===== config.mk =====
export PLATFORM = sky130hd
export DESIGN_NAME = exception_vector_select
export DESIGN_NICKNAME = d
export VERILOG_FILES = /design/src/verilog/exc_vector_pkg.sv /design/src/verilog/exception_vector_select.sv /design/src/verilog/vector_lookup.sv
export SDC_FILE = /design/constraint.sdc
export NUM_CORES = 1
export LEC_CHECK = 0
export ABC_AREA = 1
export CAP_MARGIN = 15
export CORE_MARGIN = 2
export CORE_UTILIZATION = 40
export CTS_BUF_LIST = sky130_fd_sc_hd__clkbuf_4 sky130_fd_sc_hd__clkbuf_8
export CTS_CLUSTER_DIAMETER = 100
export DETAILED_ROUTE_END_ITERATION = 16
export DONT_BUFFER_PORTS = 1
export GPL_TIMING_DRIVEN = 0
export SLEW_MARGIN = 20
export SYNTH_ARGS = -nofsm -noshare
export SYNTH_HDL_FRONTEND = slang
export SYNTH_SLANG_ARGS = --single-unit

===== constraint.sdc =====
create_clock -name clk -period 1.5 [get_ports clk]
set_clock_uncertainty 0.05 [all_clocks]
set_input_delay 0.15 -clock clk [delete_from_list [all_inputs] [get_ports clk]]
set_output_delay 0.15 -clock clk [all_outputs]
set_load 0.005 [all_outputs]

===== src/verilog/exc_vector_pkg.sv =====
// Package for the exception vector selector: exception classes,
// vector addresses and widths.
// Assumes the pipeline presents exception classes with these codes.
package exc_vector_pkg;

    // ------------------------------------------------------------
    // Widths
    // ------------------------------------------------------------
    localparam int VIRT_W = 64;
    localparam int PHYS_W = 36;

    // ------------------------------------------------------------
    // Exception classes (no cache error class exists)
    // ------------------------------------------------------------
    typedef enum logic [2:0] {
        EXC_COLD_RESET,
        EXC_SOFT_RESET,
        EXC_NMI,
        EXC_TLB_REFILL,
        EXC_WIDE_TLB_REFILL,
        EXC_COMMON,
        EXC_DEBUG
    } exc_class_t;

    // ------------------------------------------------------------
    // Virtual vectors
    // ------------------------------------------------------------
    localparam logic [VIRT_W-1:0] VIRT_RESET_NMI = 64'hFFFF_FFFF_BFC0_0000;
    localparam logic [VIRT_W-1:0] VIRT_REFILL_CACHED = 64'hFFFF_FFFF_8000_0000;
    localparam logic [VIRT_W-1:0] VIRT_WIDE_CACHED = 64'hFFFF_FFFF_8000_0080;
    localparam logic [VIRT_W-1:0] VIRT_COMMON_CACHED = 64'hFFFF_FFFF_8000_0180;
    localparam logic [VIRT_W-1:0] VIRT_REFILL_UNCACHED = 64'hFFFF_FFFF_BFC0_0200;
    localparam logic [VIRT_W-1:0] VIRT_WIDE_UNCACHED = 64'hFFFF_FFFF_BFC0_0280;
    localparam logic [VIRT_W-1:0] VIRT_COMMON_UNCACHED = 64'hFFFF_FFFF_BFC0_0380;
    localparam logic [VIRT_W-1:0] VIRT_DEBUG_NORMAL = 64'hFFFF_FFFF_BFC0_0400;
    localparam logic [VIRT_W-1:0] VIRT_DEBUG_PROBE = 64'hFFFF_FFFF_FF20_0200;

    // ------------------------------------------------------------
    // Physical vectors
    // ------------------------------------------------------------
    localparam logic [PHYS_W-1:0] PHYS_RESET_NMI = 36'h0_1FC0_0000;
    localparam logic [PHYS_W-1:0] PHYS_REFILL_CACHED = 36'h0_0000_0000;
    localparam logic [PHYS_W-1:0] PHYS_WIDE_CACHED = 36'h0_0000_0080;
    localparam logic [PHYS_W-1:0] PHYS_COMMON_CACHED = 36'h0_0000_0180;
    localparam logic [PHYS_W-1:0] PHYS_REFILL_UNCACHED = 36'h0_1FC0_0200;
    localparam logic [PHYS_W-1:0] PHYS_WIDE_UNCACHED = 36'h0_1FC0_0280;
    localparam logic [PHYS_W-1:0] PHYS_COMMON_UNCACHED = 36'h0_1FC0_0380;
    localparam logic [PHYS_W-1:0] PHYS_DEBUG_NORMAL = 36'h0_1FC0_0400;
    localparam logic [PHYS_W-1:0] PHYS_DEBUG_PROBE = 36'hF_FF20_0200;

    // ------------------------------------------------------------
    // Reset values
    // ------------------------------------------------------------
    localparam logic NMI_LEVEL_RESET = 1'h1;

endpackage : exc_vector_pkg


===== src/verilog/exception_vector_select.sv =====
// Exception vector selector: chooses the redirect address for each
// accepted exception while none is deferred, except a debug class with no qualified debug
// source, raises debug and NMI requests, and defers a general
// exception behind a debug exception on the same instruction.
// Assumes a single clock, synchronous inputs and a pipeline that
// pulses exc_accept for one cycle per accepted exception.
//
// Functional notes
// - Reset and NMI always use uncached boot vector
// - Boot select picks cached or uncached segment
// - Cached refill, wide refill, common virtual vectors
// - Uncached refill, wide refill, common virtual vectors
// - Physical vectors follow the same two sets
// - No cache error exception class exists
// - Debug virtual vector chosen by probe enable
// - Debug physical vector chosen by probe enable
// - Debug raised only by three sources
// - Real-time debug leaves only probe break
// - Non-debug vectors stay in kernel segments
// - NMI on falling edge, ignoring mask bits
// - Debug taken first, general exception afterwards
`timescale 1ns/1ns
`default_nettype none

module exception_vector_select (
    // Clock and reset
    input wire logic clk,
    input wire logic rst_n,
    // Pipeline exception hand-off
    input wire logic exc_accept,
    input wire exc_vector_pkg::exc_class_t exc_class,
    input wire logic debug_return,
    // Mode bits
    input wire logic boot_vector_select,
    input wire logic exception_level,
    input wire logic error_level,
    input wire logic interrupt_enable_bit,
    input wire logic probe_enable,
    // Debug sources
    input wire logic debug_single_step,
    input wire logic software_debug_breakpoint_instr,
    input wire logic probe_break_request,
    input wire logic real_time_debug,
    // Interrupt pin
    input wire logic nmi_input_n,
    // Redirect to fetch
    output logic redirect_valid,
    output logic redirect_debug,
    output logic [exc_vector_pkg::VIRT_W-1:0] redirect_virt,
    output logic [exc_vector_pkg::PHYS_W-1:0] redirect_phys,
    // Requests to the pipeline
    output logic nmi_request,
    output logic debug_request,
    output logic general_pending
);

    // ------------------------------------------------------------
    // Declarations
    // ------------------------------------------------------------
    typedef enum logic [0:0] {
        ST_IDLE,
        ST_DEFERRED
    } defer_state_t;

    defer_state_t state;
    defer_state_t next_state;
    exc_vector_pkg::exc_class_t held_class;
    exc_vector_pkg::exc_class_t lookup_class;
    logic nmi_level;
    logic debug_raise;
    logic take_redirect;
    logic take_debug;
    logic [exc_vector_pkg::VIRT_W-1:0] chosen_virt;
    logic [exc_vector_pkg::PHYS_W-1:0] chosen_phys;
    logic mask_bits_unused;

    // Status mask bits have no say over NMI
    assign mask_bits_unused = exception_level & error_level & interrupt_enable_bit;

    // ------------------------------------------------------------
    // Debug source qualification
    // ------------------------------------------------------------

    // Probe break always counts; the other two only outside real-time debug
    assign debug_raise = probe_break_request
                       | (~real_time_debug
                          & (debug_single_step | software_debug_breakpoint_instr));

    // ------------------------------------------------------------
    // Selection of the class fed to the vector table
    // ------------------------------------------------------------

    // A deferred general exception is replayed when debug returns
    always_comb begin
        take_redirect = 1'b0;
        take_debug = 1'b0;
        next_state = state;
        lookup_class = exc_class;
        case (state)
            ST_IDLE: begin
                if (exc_accept && debug_raise) begin
                    take_redirect = 1'b1;
                    take_debug = 1'b1;
                    lookup_class = exc_vector_pkg::EXC_DEBUG;
                    if (exc_class != exc_vector_pkg::EXC_DEBUG) begin
                        next_state = ST_DEFERRED;
                    end
                end else if (exc_accept && exc_class != exc_vector_pkg::EXC_DEBUG) begin
                    take_redirect = 1'b1;
                end
            end
            ST_DEFERRED: begin
                lookup_class = held_class;
                if (debug_return) begin
                    take_redirect = 1'b1;
                    next_state = ST_IDLE;
                end
            end
            default: begin
                next_state = ST_IDLE;
            end
        endcase
    end

    // ------------------------------------------------------------
    // Vector table
    // ------------------------------------------------------------
    vector_lookup u_vector_lookup (
        .exc_class(lookup_class),
        .boot_vector_select(boot_vector_select),
        .exception_level(exception_level),
        .probe_enable(probe_enable),
        .vector_virt(chosen_virt),
        .vector_phys(chosen_phys)
    );

    // ------------------------------------------------------------
    // Deferral state
    // ------------------------------------------------------------

    // Tracks a general exception parked behind a debug exception
    always_ff @(posedge clk) begin
        if (!rst_n) begin
            state <= ST_IDLE;
        end else begin
            state <= next_state;
        end
    end

    // Captures the general class when debug wins the instruction
    always_ff @(posedge clk) begin
        if (!rst_n) begin
            held_class <= exc_vector_pkg::EXC_COMMON;
        end else if (state == ST_IDLE && next_state == ST_DEFERRED) begin
            held_class <= exc_class;
        end
    end

    // Pending flag mirrors the deferral state
    always_ff @(posedge clk) begin
        if (!rst_n) begin
            general_pending <= 1'b0;
        end else begin
            general_pending <= (next_state == ST_DEFERRED);
        end
    end

    // ------------------------------------------------------------
    // Redirect outputs
    // ------------------------------------------------------------

    // Vector chosen in the accept cycle, presented to fetch next cycle
    always_ff @(posedge clk) begin
        if (!rst_n) begin
            redirect_valid <= 1'b0;
            redirect_debug <= 1'b0;
        end else begin
            redirect_valid <= take_redirect;
            redirect_debug <= take_debug;
        end
    end

    // Address registers hold the last chosen vector
    always_ff @(posedge clk) begin
        if (!rst_n) begin
            redirect_virt <= exc_vector_pkg::VIRT_RESET_NMI;
            redirect_phys <= exc_vector_pkg::PHYS_RESET_NMI;
        end else if (take_redirect) begin
            redirect_virt <= chosen_virt;
            redirect_phys <= chosen_phys;
        end
    end

    // ------------------------------------------------------------
    // Debug request
    // ------------------------------------------------------------

    // Level request to the pipeline while a qualified source is active
    always_ff @(posedge clk) begin
        if (!rst_n) begin
            debug_request <= 1'b0;
        end else begin
            debug_request <= debug_raise;
        end
    end

    // ------------------------------------------------------------
    // NMI edge detection
    // ------------------------------------------------------------

    // Previous pin level, tracked through reset: a pin held low across
    // reset must not look like a fresh falling edge at release
    always_ff @(posedge clk) begin
        nmi_level <= nmi_input_n;
    end

    // One-cycle request on a high-to-low transition, unmasked
    always_ff @(posedge clk) begin
        if (!rst_n) begin
            nmi_request <= 1'b0;
        end else begin
            nmi_request <= nmi_level & ~nmi_input_n;
        end
    end

endmodule : exception_vector_select

`default_nettype wire


===== src/verilog/vector_lookup.sv =====
// Combinational vector table: maps an exception class and the mode
// bits onto virtual and physical vector addresses.
// Assumes the caller registers the result.
`timescale 1ns/1ns
`default_nettype none

module vector_lookup (
    // Selection
    input wire exc_vector_pkg::exc_class_t exc_class,
    input wire logic boot_vector_select,
    input wire logic exception_level,
    input wire logic probe_enable,
    // Result
    output logic [exc_vector_pkg::VIRT_W-1:0] vector_virt,
    output logic [exc_vector_pkg::PHYS_W-1:0] vector_phys
);

    // ------------------------------------------------------------
    // Vector table
    // ------------------------------------------------------------

    // Refills with exception level set fall back to the common vector
    always_comb begin
        case (exc_class)
            exc_vector_pkg::EXC_COLD_RESET,
            exc_vector_pkg::EXC_SOFT_RESET,
            exc_vector_pkg::EXC_NMI: begin
                vector_virt = exc_vector_pkg::VIRT_RESET_NMI;
                vector_phys = exc_vector_pkg::PHYS_RESET_NMI;
            end
            exc_vector_pkg::EXC_TLB_REFILL: begin
                if (exception_level) begin
                    vector_virt = boot_vector_select ? exc_vector_pkg::VIRT_COMMON_UNCACHED
                                                     : exc_vector_pkg::VIRT_COMMON_CACHED;
                    vector_phys = boot_vector_select ? exc_vector_pkg::PHYS_COMMON_UNCACHED
                                                     : exc_vector_pkg::PHYS_COMMON_CACHED;
                end else begin
                    vector_virt = boot_vector_select ? exc_vector_pkg::VIRT_REFILL_UNCACHED
                                                     : exc_vector_pkg::VIRT_REFILL_CACHED;
                    vector_phys = boot_vector_select ? exc_vector_pkg::PHYS_REFILL_UNCACHED
                                                     : exc_vector_pkg::PHYS_REFILL_CACHED;
                end
            end
            exc_vector_pkg::EXC_WIDE_TLB_REFILL: begin
                if (exception_level) begin
                    vector_virt = boot_vector_select ? exc_vector_pkg::VIRT_COMMON_UNCACHED
                                                     : exc_vector_pkg::VIRT_COMMON_CACHED;
                    vector_phys = boot_vector_select ? exc_vector_pkg::PHYS_COMMON_UNCACHED
                                                     : exc_vector_pkg::PHYS_COMMON_CACHED;
                end else begin
                    vector_virt = boot_vector_select ? exc_vector_pkg::VIRT_WIDE_UNCACHED
                                                     : exc_vector_pkg::VIRT_WIDE_CACHED;
                    vector_phys = boot_vector_select ? exc_vector_pkg::PHYS_WIDE_UNCACHED
                                                     : exc_vector_pkg::PHYS_WIDE_CACHED;
                end
            end
            exc_vector_pkg::EXC_DEBUG: begin
                vector_virt = probe_enable ? exc_vector_pkg::VIRT_DEBUG_PROBE
                                           : exc_vector_pkg::VIRT_DEBUG_NORMAL;
                vector_phys = probe_enable ? exc_vector_pkg::PHYS_DEBUG_PROBE
                                           : exc_vector_pkg::PHYS_DEBUG_NORMAL;
            end
            default: begin
                // Common vector, segment chosen by boot vector select
                vector_virt = boot_vector_select ? exc_vector_pkg::VIRT_COMMON_UNCACHED
                                                 : exc_vector_pkg::VIRT_COMMON_CACHED;
                vector_phys = boot_vector_select ? exc_vector_pkg::PHYS_COMMON_UNCACHED
                                                 : exc_vector_pkg::PHYS_COMMON_CACHED;
            end
        endcase
    end

endmodule : vector_lookup

`default_nettype wire

==> impl_metrics.ini <==
[status]
status = finished, final reports clean

[finish]
synthToLayoutAreaGrowth_pct = 27.30
final_common_cell = buf_4
final_net_count = 295
n_antenna_cell = 0
layout.area.seq_sq_um = 320.3
layout.cells.most_common_list = 94 x buf_4, 67 x conb_1, 27 x nand2_1, 16 x dfxtp_1, 13 x inv_1
fillCellCount = 366
post_route_cells_drive_above_1_share_pct = 40.79
final_core_utilization_pct = 51.94
area_of_the_multi_input_gates_sq_um = 620.6

[sta]
setup_tns_ps = 0
hold_viol_final = 0
fin_hold_ws_ps = 21.99
period_minus_ws_final_ps = 1324
setup_repair_after_global_routing_missed_its_margin = no
final.period_utilization_pct = 88.26
finalSetupViolations = 0
timing_max_transition_violations_final = 0
achievable-frequency_mhz = 755.4

[die]
initial_utilization_pct = 40.80
chipWidth_microns = 64.65
design.portCount = 122
dieArea_sq_um = 4180
die_h_microns = 64.65
placeableCoreArea_sq_um = 3606
placementRows = 22

[hold_path]
hp-class = in2reg
worstHoldPathCells = 2

[synthesis]
largest_family_of_logic_cells_by_synthesized_area = buffers and inverters
synth.lib_cells_used.distinct = 22
synth_adder_area_share_pct = 0
synth_top_area_cell = buf_4
synth_xor_area_share_pct = 0
mappedNetlistArea_sq_um = 1471
synth-compound-area-share_pct = 6.378
synth_largest_type_area_fraction_pct = 47.96
synth.top_cells.by_area = buf_4 48%, dfxtp_1 22%, nand2_1 6.9%
synth.ff_latch_count = 16
synth-warning-count = 0
post_synthesis_share_of_cell_area_spent_on_and_or_nand_and_nor_gates_pct = 18.54
synthesis.instances = 204
synth_seq_area_share_pct = 21.77
synth.area.mux_share_pct = 0
synth.avg_cell_area_sq_um = 7.213

[clocking]
clk_pin_slew_ps = 60
clk_path_buf_depth = 2
clock_sinks = 16
cts.repair_timing.setup_buffer_count = 0
numCtsBuffers = 3
cts.root.buffer_cell = clkbuf_8
cts-htree-levels = 1
insertion_delay_ps = 250
cts_tree = built

[drt]
top_metal_used = met4
drcViolationCount = 0
ant_nets_after_route = 0
dr.first_iter.drc_count = 21
dr_wl_met2_mm = 1.137
avgViaCountPerCell = 3.449
routed-wl-met3_microns = 308
drt-pass1-iter-count = 4
vias = 1121
post_drt_wl_per_cell_microns = 7.458
drt-total-wl_mm = 2.424
detail_route.wirelength.met1_microns = 943

[global_routing]
grt_max_degree = 13
overflow = 0
grt_antenna_before_repair = 0
grtUsageTotal_pct = 10.89
first_global_vias = 813
grt_first_pass_wirelength_mm = 3.532

[setup_path]
top_fanout_value_on_the_critical_path = 8
worst_path_max_delay_cell = dfxtp_1
crit_start_category = flop
setup.worst_path.end_class = flop
critical_path.most_common_cell = nand2_1
critPathRequiredTime_ps = 1570
critPathKind = reg2reg
critPathArrivalTime_ps = 1400
worst_r2r_path_cells = 8
cp_cell_sequence = buf_4 -> nor2_1 -> a21oi_2 -> nand2_2 -> nand2_1 -> nand2_1 -> nand2_1 -> nand3_1
critical_path.max_stage_delay_ps = 350

[placement]
port_buffers = 0
hpwlAfterDp_mm = 2.072
globalplace.congestion = 0.7582

[power]
maximum_vdd_drop_uv = 526.7
power_per_cell_area_nw_per_um2 = 731.5
report.power.total_mw = 1.370
leakagePower_nw = 1.097

[run]
timing.max_cap.violations = 0
==> per-stage QoR <==
| stage | cells | setup WS (ps) | area (sq um) |
|---|---|---|---|
| 6_report | 325 | 176.1 | 1873 |
| 5_1_grt | 325 | 0.1100 | 1873 |
| 4_1_cts | 325 | 145.6 | 1871 |
| 3_5_place_dp | 317 | 153.6 | 1775 |
| 3_3_place_gp | 317 | 177.5 | 1775 |
| 2_1_floorplan | 269 | 279.9 | 1715 |
==> area by class of cell <==
class                           instances  share of cell area, %
Sequential cell                        16                  17.10
Clock buffer                            4                  2.939
Buffer                                 96                  38.48
Tap cell                               48                  3.206
Timing Repair Buffer                    4                  2.138
Multi-Input combinational cell        142                  33.13
Inverter                               15                  3.006
==> layer usage <==
layer	vias up	global-route usage, %
li1	615	-
met1	439	11.75
met2	62	18.62
met3	5	4.514
met4	0	4.787
met5	-	0
==> cell usage after synthesis <==
master,count
nand3_1,8
o21ai_1,1
o211ai_1,2
o21ai_0,5
nand2_4,2
inv_2,1
a31oi_1,1
nor3_1,1
nand4_1,2
clkinv_1,1
dfxtp_1,16
nor2_1,11
buf_4,94
nand2_2,8
conb_1,2
a21oi_1,5
o21ai_2,1
clkbuf_1,1
buf_6,1
inv_1,13
nand2_1,27
a21oi_2,1
==> flip-flops by register name (all words and copies together), names as in the netlist <==
signal	cells
redirect_valid	1
debug_request	1
redirect_debug	1
redirect_phys	7
held_class	3
nmi_level	1
nmi_request	1
general_pending	1
==> timing repair <==
action / CTS / global route
hold buffers: 4 / 0
endpoints found under the hold margin: 5 / 0
resized for setup: 0 / 1
setup endpoints to repair: 0 / 2
==> worst max-delay path, delay by kind of cell (launching register included) <==
family | cells | cell delay [ps]
and+or+nand+nor | 6 | 410
AOI/OAI and AO/OA | 1 | 230
DFF | 1 | 350
buffers and inverters | 1 | 160
==> worst paths after layout <==
| path | startpoint | endpoint | slack (ps) |
|---|---|---|---|
| min | probe_break_request | debug_request$_SDFF_PN0_ | 20 |
| max | general_pending$_SDFF_PN0_ | redirect_phys[28]$_SDFFE_PN1P_ | 180 |
| max reg2reg | general_pending$_SDFF_PN0_ | redirect_phys[28]$_SDFFE_PN1P_ | 180 |
| min reg2reg | nmi_level$_DFF_P_ | nmi_request$_SDFF_PN0_ | 370 |
==> report_power, final <==
| group | internal (mW) | switching, mW |
|---|---|---|
| clock | 0.233 | 0.152 |
| combinational | 0.268 | 0.213 |
| sequential | 0.463 | 0.0416 |
| total | 0.964 | 0.406 |
==> kinds of logic after synthesis <==
logic type | Yosys count
flip-flops | 16
buffers and inverters | 111
AND/OR/NAND/NOR | 59
AO/OA/AOI/OAI | 16
other | 2
(Power assumes the default switching activity.)
